**src/verilog/dsu_cfg.svh**
```systemverilog
// constants of the serial update link: fields, codes, resets, timing
`ifndef DSU_CFG_SVH
`define DSU_CFG_SVH
`define DSU_NCH          8
`define DSU_CODE_W       16
`define DSU_SPAN_W       3
`define DSU_NPIN         3
`define DSU_FRAME_SHORT  6'h18
`define DSU_FRAME_LONG   6'h20
`define DSU_CNT_MAX      6'h3f
`define DSU_CMD_MSB      23
`define DSU_CMD_LSB      20
`define DSU_ADDR_MSB     18
`define DSU_ADDR_LSB     16
`define DSU_DATA_MSB     15
`define DSU_CFG_EXTREF   0
`define DSU_CFG_MUXEN    1
`define DSU_CFG_DITHER   2
`define DSU_CFG_MSEL_LSB 4
`define DSU_CFG_MSEL_MSB 7
`define DSU_CODE_RST     16'h0000
`define DSU_SPAN_RST     3'h0
`define DSU_EN_RST       8'h00
`define DSU_MSEL_RST     4'h0
`define DSU_REG_TXWORD   4'h0
`define DSU_REG_CTRL     4'h1
`define DSU_REG_STATUS   4'h2
`define DSU_REG_RXWORD   4'h3
`define DSU_REG_PINS     4'h4
`define DSU_CTRL_GO      0
`define DSU_CTRL_LONG    1
`define DSU_PIN_UPD      0
`define DSU_PIN_CLR      1
`define DSU_PIN_TGL_LSB  2
`define DSU_PIN_TGL_MSB  4
`define DSU_PINS_RST     5'h03
`define DSU_CLK_HZ       10000000
`define DSU_SCLK_HALF_NS 800
`define DSU_SCLK_HALF_CYC \
  ((`DSU_SCLK_HALF_NS * (`DSU_CLK_HZ / 1000000) + 999) / 1000)
`endif

```
**src/verilog/dsu_pkg.sv**
```systemverilog
// types shared by both ends of the serial update link
package dsu_pkg;
  typedef enum logic [3:0] {
    DSU_CMD_WR_A     = 4'h0,
    DSU_CMD_WR_B     = 4'h1,
    DSU_CMD_WR_A_UPD = 4'h2,
    DSU_CMD_UPD_CH   = 4'h3,
    DSU_CMD_UPD_ALL  = 4'h4,
    DSU_CMD_WR_SPAN  = 4'h5,
    DSU_CMD_WR_TGLEN = 4'h6,
    DSU_CMD_WR_CFG   = 4'h7
  } dsu_cmd_t;
  typedef enum logic [2:0] {
    DSU_IDLE, DSU_LOW, DSU_HIGH, DSU_TAIL, DSU_GAP
  } dsu_host_state_t;
endpackage

```
**src/verilog/dsu_link_if.sv**
```systemverilog
// pins between the serial-link master and the converter control
`timescale 1ns/1ps
interface dsu_link_if;
  logic       select_load_strobe_n;
  logic       sclk;
  logic       sdi;
  logic       sdo_out;
  logic       sdo_oe_n;
  logic       sdo;
  logic       async_update_strobe_n;
  logic [2:0] toggle_pins;
  logic       async_clear_n;
  logic       fault_out;
  logic       fault_oe_n;
  logic       fault_n;
  // wire levels; fault has an external pull-up, released sdo reads low
  assign sdo     = !sdo_oe_n && sdo_out;
  assign fault_n = fault_oe_n ? 1'b1 : fault_out;
  modport device (
    input  select_load_strobe_n, sclk, sdi, async_update_strobe_n,
    input  toggle_pins, async_clear_n,
    output sdo_out, sdo_oe_n, fault_out, fault_oe_n
  );
  modport host (
    output select_load_strobe_n, sclk, sdi, async_update_strobe_n,
    output toggle_pins, async_clear_n,
    input  sdo, fault_n
  );
endinterface

```
**src/verilog/dsu_device.sv**
```systemverilog
// converter control end: serial decode, update strobes, toggle, fault
// Behaviour
// - shift data while select strobe low
// - strobe high: ignore clocks, run command
// - sample data-in on serial clock rise
// - frames of 24 or 32 bits
// - data-out changes on serial clock fall
// - data-out released while strobe high
// - update-strobe fall copies all, strobe high
// - update-strobe low: strobe rise copies all
// - serial commands also update outputs
// - toggle: fall loads A, rise loads B
// - dither: toggle pins clock, rise updates
// - only enabled channels follow toggle pins
// - unused toggling: enable zero, pins low
// - clear low: zero code, lowest span
// - clear also resets control registers
// - fault on overtemperature or link error
// - fault released at next strobe rise with no overtemperature and a good frame
// - fault pin open drain, pulls low
// - external reference releases reference pin
// - monitor disabled: monitor pin released
`timescale 1ns/1ps
`include "dsu_cfg.svh"
module dsu_device
  import dsu_pkg::*;
#(
  parameter int NCH = `DSU_NCH,
  parameter int CW  = `DSU_CODE_W
) (
  input  wire logic                         clock,
  input  wire logic                         nrst,
  dsu_link_if.device                        link,
  input  wire logic                         over_temp,
  output logic      [NCH*CW-1:0]            dac_codes,
  output logic      [NCH*`DSU_SPAN_W-1:0]   channel_spans,
  output logic      [NCH-1:0]               channel_toggle_enable,
  output logic                              dither_mode,
  output logic                              reference_comp_pin_oe_n,
  output logic                              mux_oe_n,
  output logic      [3:0]                   mux_select
);
  // synchronised pins: strobe, clock, data, update, clear, temp, toggles
  logic [8:0] pin_lvl;
  logic [8:0] pin_rise;
  logic [8:0] pin_fall;
  dsu_sync #(.W(9)) u_sync (
    .clock    (clock),
    .nrst     (nrst),
    .async_in ({link.toggle_pins, over_temp, link.async_clear_n,
                link.async_update_strobe_n, link.sdi, link.sclk,
                link.select_load_strobe_n}),
    .rst_val  (9'h019),
    .level    (pin_lvl),
    .rise     (pin_rise),
    .fall     (pin_fall)
  );
  logic       cs_lvl, cs_rise, cs_fall, sclk_rise, sclk_fall, sdi_lvl;
  logic       upd_lvl, upd_fall, clr_lvl, ot_lvl;
  logic [2:0] tgl_rise, tgl_fall;
  assign cs_lvl    = pin_lvl[0];
  assign cs_rise   = pin_rise[0];
  assign cs_fall   = pin_fall[0];
  assign sclk_rise = pin_rise[1];
  assign sclk_fall = pin_fall[1];
  assign sdi_lvl   = pin_lvl[2];
  assign upd_lvl   = pin_lvl[3];
  assign upd_fall  = pin_fall[3];
  assign clr_lvl   = pin_lvl[4];
  assign ot_lvl    = pin_lvl[5];
  assign tgl_rise  = pin_rise[8:6];
  assign tgl_fall  = pin_fall[8:6];

  // channel i follows toggle pin i mod 3
  function automatic logic [1:0] pin_of(input int ch);
    pin_of = 2'(ch % `DSU_NPIN);
  endfunction

  // link group
  logic [31:0] sr, next_sr, out_sr, next_out_sr, last, next_last;
  logic [5:0]  cnt, next_cnt;
  logic        sdo_q, next_sdo_q, sdo_oe_q, next_sdo_oe_q;
  logic        fault, next_fault;
  logic        frame_ok;
  always_comb begin
    next_sr       = sr;
    next_out_sr   = out_sr;
    next_last     = last;
    next_cnt      = cnt;
    next_sdo_q    = sdo_q;
    next_sdo_oe_q = sdo_oe_q;
    frame_ok      = 1'b0;
    if (cs_fall) begin
      next_cnt      = 6'h00;
      next_sdo_q    = last[31];
      next_out_sr   = {last[30:0], 1'b0};
      next_sdo_oe_q = 1'b0;
    end else if (!cs_lvl) begin
      if (sclk_rise) begin
        next_sr = {sr[30:0], sdi_lvl};
        if (cnt != `DSU_CNT_MAX)
          next_cnt = cnt + 6'h01;
      end
      if (sclk_fall) begin
        next_sdo_q  = out_sr[31];
        next_out_sr = {out_sr[30:0], 1'b0};
      end
    end
    if (cs_rise) begin
      next_sdo_oe_q = 1'b1;
      next_last     = sr;
      frame_ok      = (cnt == `DSU_FRAME_SHORT) ||
                      (cnt == `DSU_FRAME_LONG);
    end
    // a new error on the releasing edge keeps the flag low
    next_fault = (fault && !cs_rise) || ot_lvl ||
                 (cs_rise && !frame_ok);
  end
  always_ff @(posedge clock or negedge nrst) begin
    if (!nrst) begin
      sr       <= 32'h0000_0000;
      out_sr   <= 32'h0000_0000;
      last     <= 32'h0000_0000;
      cnt      <= 6'h00;
      sdo_q    <= 1'b0;
      sdo_oe_q <= 1'b1;
      fault    <= 1'b0;
    end else begin
      sr       <= next_sr;
      out_sr   <= next_out_sr;
      last     <= next_last;
      cnt      <= next_cnt;
      sdo_q    <= next_sdo_q;
      sdo_oe_q <= next_sdo_oe_q;
      fault    <= next_fault;
    end
  end

  // channel and control group
  logic [CW-1:0]          in_a [NCH], next_in_a [NCH];
  logic [CW-1:0]          in_b [NCH], next_in_b [NCH];
  logic [CW-1:0]          dac  [NCH], next_dac  [NCH];
  logic [`DSU_SPAN_W-1:0] span [NCH], next_span [NCH];
  logic [NCH-1:0]         phase, next_phase, en, next_en;
  logic                   ext_ref, next_ext_ref, mux_en, next_mux_en;
  logic                   dith, next_dith;
  logic [3:0]             msel, next_msel;
  dsu_cmd_t               cmd;
  logic [2:0]             ch;
  logic [CW-1:0]          dat;
  logic [1:0]             p;
  assign cmd = dsu_cmd_t'(sr[`DSU_CMD_MSB:`DSU_CMD_LSB]);
  assign ch  = sr[`DSU_ADDR_MSB:`DSU_ADDR_LSB];
  assign dat = sr[CW-1:0];
  always_comb begin
    next_in_a    = in_a;
    next_in_b    = in_b;
    next_dac     = dac;
    next_span    = span;
    next_phase   = phase;
    next_en      = en;
    next_ext_ref = ext_ref;
    next_mux_en  = mux_en;
    next_dith    = dith;
    next_msel    = msel;
    p            = 2'h0;
    if (frame_ok) begin
      unique case (cmd)
        DSU_CMD_WR_A:     next_in_a[ch] = dat;
        DSU_CMD_WR_B:     next_in_b[ch] = dat;
        DSU_CMD_WR_A_UPD: begin
          next_in_a[ch] = dat;
          next_dac[ch]  = dat;
        end
        DSU_CMD_UPD_CH:   next_dac[ch] = in_a[ch];
        DSU_CMD_UPD_ALL:  next_dac = in_a;
        DSU_CMD_WR_SPAN:  next_span[ch] = dat[`DSU_SPAN_W-1:0];
        DSU_CMD_WR_TGLEN: next_en = dat[NCH-1:0];
        DSU_CMD_WR_CFG: begin
          next_ext_ref = dat[`DSU_CFG_EXTREF];
          next_mux_en  = dat[`DSU_CFG_MUXEN];
          next_dith    = dat[`DSU_CFG_DITHER];
          next_msel    = dat[`DSU_CFG_MSEL_MSB:`DSU_CFG_MSEL_LSB];
        end
        default: ; // unknown codes are ignored
      endcase
    end
    // copies take the input registers as just written
    if ((upd_fall && cs_lvl) || (cs_rise && !upd_lvl))
      next_dac = next_in_a;
    for (int i = 0; i < NCH; i++) begin
      p = pin_of(i);
      if (en[i]) begin
        if (!dith) begin
          if (tgl_fall[p])
            next_dac[i] = next_in_a[i];
          else if (tgl_rise[p])
            next_dac[i] = next_in_b[i];
        end else if (tgl_rise[p]) begin
          next_phase[i] = !phase[i];
          next_dac[i]   = phase[i] ? next_in_a[i]
                                   : next_in_b[i];
        end
      end
    end
    if (!clr_lvl) begin
      for (int i = 0; i < NCH; i++) begin
        next_in_a[i] = `DSU_CODE_RST;
        next_in_b[i] = `DSU_CODE_RST;
        next_dac[i]  = `DSU_CODE_RST;
        next_span[i] = `DSU_SPAN_RST;
      end
      next_phase   = '0;
      next_en      = `DSU_EN_RST;
      next_ext_ref = 1'b0;
      next_mux_en  = 1'b0;
      next_dith    = 1'b0;
      next_msel    = `DSU_MSEL_RST;
    end
  end
  always_ff @(posedge clock or negedge nrst) begin
    if (!nrst) begin
      for (int i = 0; i < NCH; i++) begin
        in_a[i] <= `DSU_CODE_RST;
        in_b[i] <= `DSU_CODE_RST;
        dac[i]  <= `DSU_CODE_RST;
        span[i] <= `DSU_SPAN_RST;
      end
      phase   <= '0;
      en      <= `DSU_EN_RST;
      ext_ref <= 1'b0;
      mux_en  <= 1'b0;
      dith    <= 1'b0;
      msel    <= `DSU_MSEL_RST;
    end else begin
      in_a    <= next_in_a;
      in_b    <= next_in_b;
      dac     <= next_dac;
      span    <= next_span;
      phase   <= next_phase;
      en      <= next_en;
      ext_ref <= next_ext_ref;
      mux_en  <= next_mux_en;
      dith    <= next_dith;
      msel    <= next_msel;
    end
  end

  genvar g;
  generate
    for (g = 0; g < NCH; g++) begin : g_out
      assign dac_codes[g*CW +: CW] = dac[g];
      assign channel_spans[g*`DSU_SPAN_W +: `DSU_SPAN_W] = span[g];
    end
  endgenerate
  assign channel_toggle_enable   = en;
  assign dither_mode             = dith;
  assign reference_comp_pin_oe_n = ext_ref;
  assign mux_oe_n                = !mux_en;
  assign mux_select              = msel;
  assign link.sdo_out            = sdo_q;
  assign link.sdo_oe_n           = sdo_oe_q;
  assign link.fault_out          = 1'b0;
  assign link.fault_oe_n         = !fault;
endmodule

```
**src/verilog/dsu_sync.sv**
```systemverilog
// two-flop synchroniser with edge pulses per bit
`timescale 1ns/1ps
module dsu_sync #(
  parameter int W = 1
) (
  input  wire logic         clock,
  input  wire logic         nrst,
  input  wire logic [W-1:0] async_in,
  input  wire logic [W-1:0] rst_val,
  output logic      [W-1:0] level,
  output logic      [W-1:0] rise,
  output logic      [W-1:0] fall
);
  logic [W-1:0] meta;
  logic [W-1:0] stable;
  logic [W-1:0] prev;
  // levels wait two clocks, edges three: no false edge after reset
  logic [1:0]   arm;
  logic [1:0]   next_arm;
  assign next_arm = (arm == 2'h3) ? arm : arm + 2'h1;
  always_ff @(posedge clock or negedge nrst) begin
    if (!nrst) begin
      meta   <= '0;
      stable <= '0;
      prev   <= '0;
      arm    <= 2'h0;
    end else begin
      meta   <= async_in;
      stable <= meta;
      prev   <= stable;
      arm    <= next_arm;
    end
  end
  assign level = (arm >= 2'h2) ? stable : rst_val;
  assign rise  = (arm == 2'h3) ? (stable & ~prev) : '0;
  assign fall  = (arm == 2'h3) ? (~stable & prev) : '0;
endmodule

```
**src/flat_wrapper.sv**
```systemverilog
// flat-port wrapper written by rule: the top's interface ports become plain ports
module dsu_device_flat import dsu_pkg::*;
#(
  parameter int NCH = `DSU_NCH,
  parameter int CW  = `DSU_CODE_W
)
  (clock, nrst, over_temp, dac_codes, channel_spans, channel_toggle_enable, dither_mode, reference_comp_pin_oe_n, mux_oe_n, mux_select, link_select_load_strobe_n, link_sclk, link_sdi, link_async_update_strobe_n, link_toggle_pins, link_async_clear_n, link_sdo_out, link_sdo_oe_n, link_fault_out, link_fault_oe_n);
  dsu_link_if link_i ();
  input  wire logic clock;
  input  wire logic nrst;
  input  wire logic over_temp;
  output logic      [NCH*CW-1:0] dac_codes;
  output logic      [NCH*`DSU_SPAN_W-1:0] channel_spans;
  output logic      [NCH-1:0] channel_toggle_enable;
  output logic dither_mode;
  output logic reference_comp_pin_oe_n;
  output logic mux_oe_n;
  output logic      [3:0] mux_select;
  input wire logic [$bits(link_i.select_load_strobe_n)-1:0] link_select_load_strobe_n;
  input wire logic [$bits(link_i.sclk)-1:0] link_sclk;
  input wire logic [$bits(link_i.sdi)-1:0] link_sdi;
  input wire logic [$bits(link_i.async_update_strobe_n)-1:0] link_async_update_strobe_n;
  input wire logic [$bits(link_i.toggle_pins)-1:0] link_toggle_pins;
  input wire logic [$bits(link_i.async_clear_n)-1:0] link_async_clear_n;
  output wire logic [$bits(link_i.sdo_out)-1:0] link_sdo_out;
  output wire logic [$bits(link_i.sdo_oe_n)-1:0] link_sdo_oe_n;
  output wire logic [$bits(link_i.fault_out)-1:0] link_fault_out;
  output wire logic [$bits(link_i.fault_oe_n)-1:0] link_fault_oe_n;
  assign link_i.select_load_strobe_n = link_select_load_strobe_n;
  assign link_i.sclk = link_sclk;
  assign link_i.sdi = link_sdi;
  assign link_i.async_update_strobe_n = link_async_update_strobe_n;
  assign link_i.toggle_pins = link_toggle_pins;
  assign link_i.async_clear_n = link_async_clear_n;
  assign link_sdo_out = link_i.sdo_out;
  assign link_sdo_oe_n = link_i.sdo_oe_n;
  assign link_fault_out = link_i.fault_out;
  assign link_fault_oe_n = link_i.fault_oe_n;
  dsu_device #(.NCH(NCH), .CW(CW)) u_core (.clock(clock), .nrst(nrst), .link(link_i), .over_temp(over_temp), .dac_codes(dac_codes), .channel_spans(channel_spans), .channel_toggle_enable(channel_toggle_enable), .dither_mode(dither_mode), .reference_comp_pin_oe_n(reference_comp_pin_oe_n), .mux_oe_n(mux_oe_n), .mux_select(mux_select));
endmodule
```
**config.mk**
```make
export PLATFORM = sky130hd
export DESIGN_NAME = dsu_device_flat
export DESIGN_NICKNAME = d
export VERILOG_FILES = /design/src/verilog/dsu_pkg.sv /design/src/verilog/dsu_link_if.sv /design/src/verilog/dsu_device.sv /design/src/verilog/dsu_sync.sv /design/src/flat_wrapper.sv
export VERILOG_INCLUDE_DIRS = /design/src /design/src/verilog
export SDC_FILE = /design/constraint.sdc
export NUM_CORES = 2
export LEC_CHECK = 0
export BUFFER_PORTS_ARGS = -buffer_cell sky130_fd_sc_hd__buf_2
export CORE_UTILIZATION = 58
export CTS_CLUSTER_DIAMETER = 100
export DETAILED_ROUTE_END_ITERATION = 8
export MAX_ROUTING_LAYER = met4
export PLACE_DENSITY = 0.76
export SLEW_MARGIN = 40
export SYNTH_ARGS = -nofsm -noshare
export SYNTH_HDL_FRONTEND = slang
export SYNTH_HIERARCHICAL = 1
export SYNTH_SLANG_ARGS = --single-unit
```
**constraint.sdc**
```tcl
create_clock -name clock -period 4 [get_ports clock]
set_clock_uncertainty 0.1 [all_clocks]
set_input_delay 0.4 -clock clock [delete_from_list [all_inputs] [get_ports clock]]
set_output_delay 0.4 -clock clock [all_outputs]
set_load 0.05 [all_outputs]
```
# ---- Yosys cells after proc, flatten, opt, wreduce, memory -nomap -nowiden
# Cells that the tools add are included.
dict set report word_totals {
  register_bits 565
  input_bits 11
  out_inout_bits 171
}
dict set report op_classes {
  add_sub_neg 2
  magnitude_cmp 3
  eq_ne 28
  mux 129
  n_bitwise 7
  n_reduce_logical 42
}
# operator n
set op_table {}
lappend op_table {{2-to-1 mux 128 bit} 9}
lappend op_table {{2-to-1 mux 16 bit} 51}
lappend op_table {{bitwise mux 128 bit} 4}
lappend op_table {{one-hot mux 128 bit (3 select lines)} 1}
lappend op_table {{2-to-1 mux 32 bit} 3}
lappend op_table {{2-to-1 mux 24 bit} 3}
lappend op_table {{binary-select mux 16 bit (select 3 bit)} 1}
lappend op_table {{demux 16 bit (select 3 bit)} 1}
lappend op_table {{2-to-1 mux 1 bit} 39}
lappend op_table {{inequality test 2 bit (second input constant)} 17}
lappend op_table {{2-to-1 mux 8 bit} 4}
lappend op_table {{2-to-1 mux 6 bit} 5}
lappend op_table {{AND reduction 3 bit} 10}
lappend op_table {{bitwise mux 24 bit} 1}
lappend op_table {{bitwise AND 9 bit} 2}
lappend op_table {{2-to-1 mux 9 bit} 2}
lappend op_table {{inverter 9 bit} 2}
lappend op_table {{equality test 4 x 3 -> 1 bit (second input constant)} 4}
lappend op_table {{logical NOT 1 bit} 13}
lappend op_table {{2-to-1 mux 4 bit} 3}
lappend op_table {{demux 3 bit (select 3 bit)} 1}
lappend op_table {{equality test 4 x 2 -> 1 bit (second input constant)} 2}
lappend op_table {{AND reduction 2 bit} 4}
lappend op_table {{nonzero test 2 bit} 4}
lappend op_table {{other kinds (17)} 25}

# ---- Logic depth before layout (Yosys ltp)
dict set report depth {
  word_depth 14
  mapped_depth 14
  mapped_depth_nobuf 9
}

# ---- Cells and area by module
# The synthesis kept the hierarchy.
# module instances cells_per_inst area_each_um2
set by_module_without_submodules {}
lappend by_module_without_submodules {dsu_device 1 3352 31582.8}
lappend by_module_without_submodules {dsu_sync 1 75 1056.0}

# ---- Worst setup path before layout
# OpenSTA, ideal clock, no wires.
dict set report synth_timing {
  path_kind {register -> register}
  start {register u_core.u_sync.arm[0]}
  end {register u_core.dac (netlist bit u_core/dac_codes[77])}
  setup_ns 0.119
  arrival_ns 2.774
  slack_ns 1.007
  path_stages_with_launch 14
  path_cell_list {dfrtp_1 ha_1 clkbuf_2 and3b_1 buf_2 and3b_1 buf_2 buf_4 o2111ai_1 buf_2 mux2i_1 o22ai_1 o311a_1 o21a_1}
}
# element line
set synth_rtl {}
lappend synth_rtl {{start: declaration} dsu_sync.sv:18} ;# logic [1:0] arm;
lappend synth_rtl {{start signal: assignment} dsu_sync.sv:31} ;# arm <= next_arm;
lappend synth_rtl {{end signal: indexed assignment} dsu_device.sv:226} ;# dac[i] <= `DSU_CODE_RST;
lappend synth_rtl {{end signal: assignment} dsu_device.sv:238} ;# dac <= next_dac;
lappend synth_rtl {{end: declaration} dsu_device.sv:142} ;# logic [CW-1:0] dac [NCH], next_dac [NCH];

==> impl_results.md <==
- Status: finished, final reports clean
- Initial Util: 0.5879
- Max VDD drop: 0.3901 mV
- Worst R2R Path Depth: 9
- CP required: 4380 ps
- GRT overflow: 0
- Vias in the first global route: 30,556
- Max_cap viols: 0
- Largest net degree at the start of global routing: between 100 and 150
- Placer Congestion: 1.028
- Crit path time final: approximately 3700 ps
- Total track usage: 0.4548
- FF+latch area: 0.01405 mm²
- Drt wl/cell: 29.29 µm
- Critical path type: reg -> reg
- Final #Nets: 3,522
- DIE HEIGHT: 238.5 µm
- Arrival time worst endpoint: slightly above 4000 ps
- Clock Latency Late Sink: about 620 ps
- Final hold vios: 0
- Core Rows: 86
- Sum Neg Setup Slack: 0 ps
- Post-CTS Setup Bufs: 0
- Final hold slack: 125.5 ps
- DP HPWL: about 84,000 µm
- Cell Area, Synth: 0.03245 mm²
- CP max stage delay: between 500 and 600 ps
- Maximum clock path buffer count: 3
- Global-route wire length before repair: 189,500 µm
- Worst R2R Start: u_core/u_sync/arm[1]$_DFFE_PN0N_
- Clk sinks: 561
- IO Pins: 182
- CTS tree: yes
- Worst-margin pin slew: 892.5 ps
- Syn avg cell area: ~9.5 µm²
- Pwr Density: 382.7 mW/mm²
- Vias: 30,911
- Die ar.: 0.05690 mm²
- Num CTS Buffers: 66
- Reg-to-Reg End: u_core/dac_codes[17]$_DFF_PN0_
- Post-Route WL: around 130,000 µm
- H-tree Lvls: 3
- Crit-path max FO: 17
- Max stage delay cell, worst path: and3b_1
- Syn Inst Count: 3,408
- Setup Viol. Count Final: 0
- DRT antenna net count: 0
- Area growth syn-to-layout: 13.83%
- Layout fillers: 4,447
- Avg Vias per Cell: 7.175
- Achievable frequency: 0.2732 GHz
- Pre-antenna DRT Iters: 6
- Fin crit share: 0.9150
- Footprint of the multi-input gates: 0.01702 mm²
- Initial antenna violation count: 4
- Slew headroom: 0.4050
- Unrepaired setup endpoints after global routing: no
- Element type at the critical path end: register
- CTS root buffer: clkbuf_16
- Worst-path clk slew: 60 ps
- 1st-iter DRT viols: 3,761
- Die width: 238.5 µm
- Slew Limit Fails: 0
- Core area: approximately 0.055 mm²
- Critical Path Most Common Cell: and3b_1
- YS warnings: 6
- Most frequent cells in the layout: dfrtp_1 (557), nor2_1 (385), mux2i_1 (352), nand2_1 (282), o21ai_0 (228)
- Leak Pwr: 0.01744 µW
- Share of cells above drive strength 1: 0.1808
- Commonest non-fill, non-tap cell in the layout: dfrtp_1
- Crit-path cells: ha_1, and3b_1, and3b_1, o2111ai_2, buf_4, mux2i_1, o21ai_0, o32ai_1, a21oi_1
- Worst hold path type: in -> async
- DRC Markers: 0
- Final Power: ~14,000 µW
- R2R Setup Slk: 340 ps
- Port Buffers: 180
- CP startpoint kind: register
worst max path at each step:
stage	slack [ps]	start	end	depth (start not counted)
final	340	u_core/u_sync/arm[1]$_DFFE_PN0N_	u_core/dac_codes[17]$_DFF_PN0_	9
after global routing	220	u_core/u_sync/arm[1]$_DFFE_PN0N_	u_core/dac_codes[17]$_DFF_PN0_	9
after CTS	430	u_core/u_sync/arm[1]$_DFFE_PN0N_	u_core/dac_codes[17]$_DFF_PN0_	9
after detailed placement	480	u_core/u_sync/arm[1]$_DFFE_PN0N_	u_core/dac_codes[17]$_DFF_PN0_	9
after global placement	610	u_core/u_sync/arm[1]$_DFFE_PN0N_	u_core/dac_codes[98]$_DFF_PN0_	10
after floorplan	1030	u_core/u_sync/arm[0]$_DFFE_PN0N_	u_core/dac_codes[77]$_DFF_PN0_	13
state kept, by name, summed over array words and instances (netlist names), 24 cells and up:
register / flops
u_core/dac_codes: 128
u_core/in_a: 128
u_core/in_b: 128
u_core/last: 32
u_core/sr: 32
u_core/out_sr: 31
u_core/channel_spans: 24
report_power, final:
part	leakage, µW	switching, µW	total, µW	internal (µW)
clock	0.00113	2630	6360	3740
combinational	0.00859	1320	1760	446
sequential	0.00771	190	6010	5820
metrics by stage:
stage | cell area, µm² | setup slack, ps | util | cells
2_1_floorplan | 32470 | 1026 | - | 3412
3_3_place_gp | 34440 | 614.5 | 0.6239 | 4174
3_5_place_dp | 34530 | 475.2 | 0.6255 | 4176
4_1_cts | 36910 | 430.2 | 0.6686 | 4304
5_1_grt | 36940 | 215.2 | 0.6692 | 4308
6_report | 36940 | 340.0 | 0.6692 | 4308
worst max-delay path, delay by kind of cell (launching register included):
family	cells	cell delay, ps
AOI/OAI and AO/OA	4	1200
adders and majority gates	1	240
buffers and inverters	1	390
DFF	1	520
muxes	1	310
and+or+nand+nor	2	760
cell type report:
| class | instances | area share |
|---|---|---|
| Inverter | 18 | 0.002168 |
| Clock buffer | 86 | 0.05080 |
| Multi-Input combinational cell | 2490 | 0.4608 |
| Antenna cell | 3 | 0.0002032 |
| Timing Repair Buffer | 370 | 0.06950 |
| Sequential cell | 561 | 0.3802 |
| Tap cell | 748 | 0.02533 |
| Clock inverter | 32 | 0.01094 |
timing repair:
item	in CTS	in global routing
hold buffers	10	0
endpoints found under the hold margin	216	0
gates resized for setup	0	0
metal layers:
metal,part of all wire,vias up,global-route usage,wire (µm)
li1,-,13021,-,-
met1,0.37,15233,0.5558,46440
met2,0.45,2055,0.6783,57120
met3,0.094,602,0.08002,11850
met4,0.085,0,0.3368,10760
met5,0,-,-,0
Power figures use the tool's default switching activity.
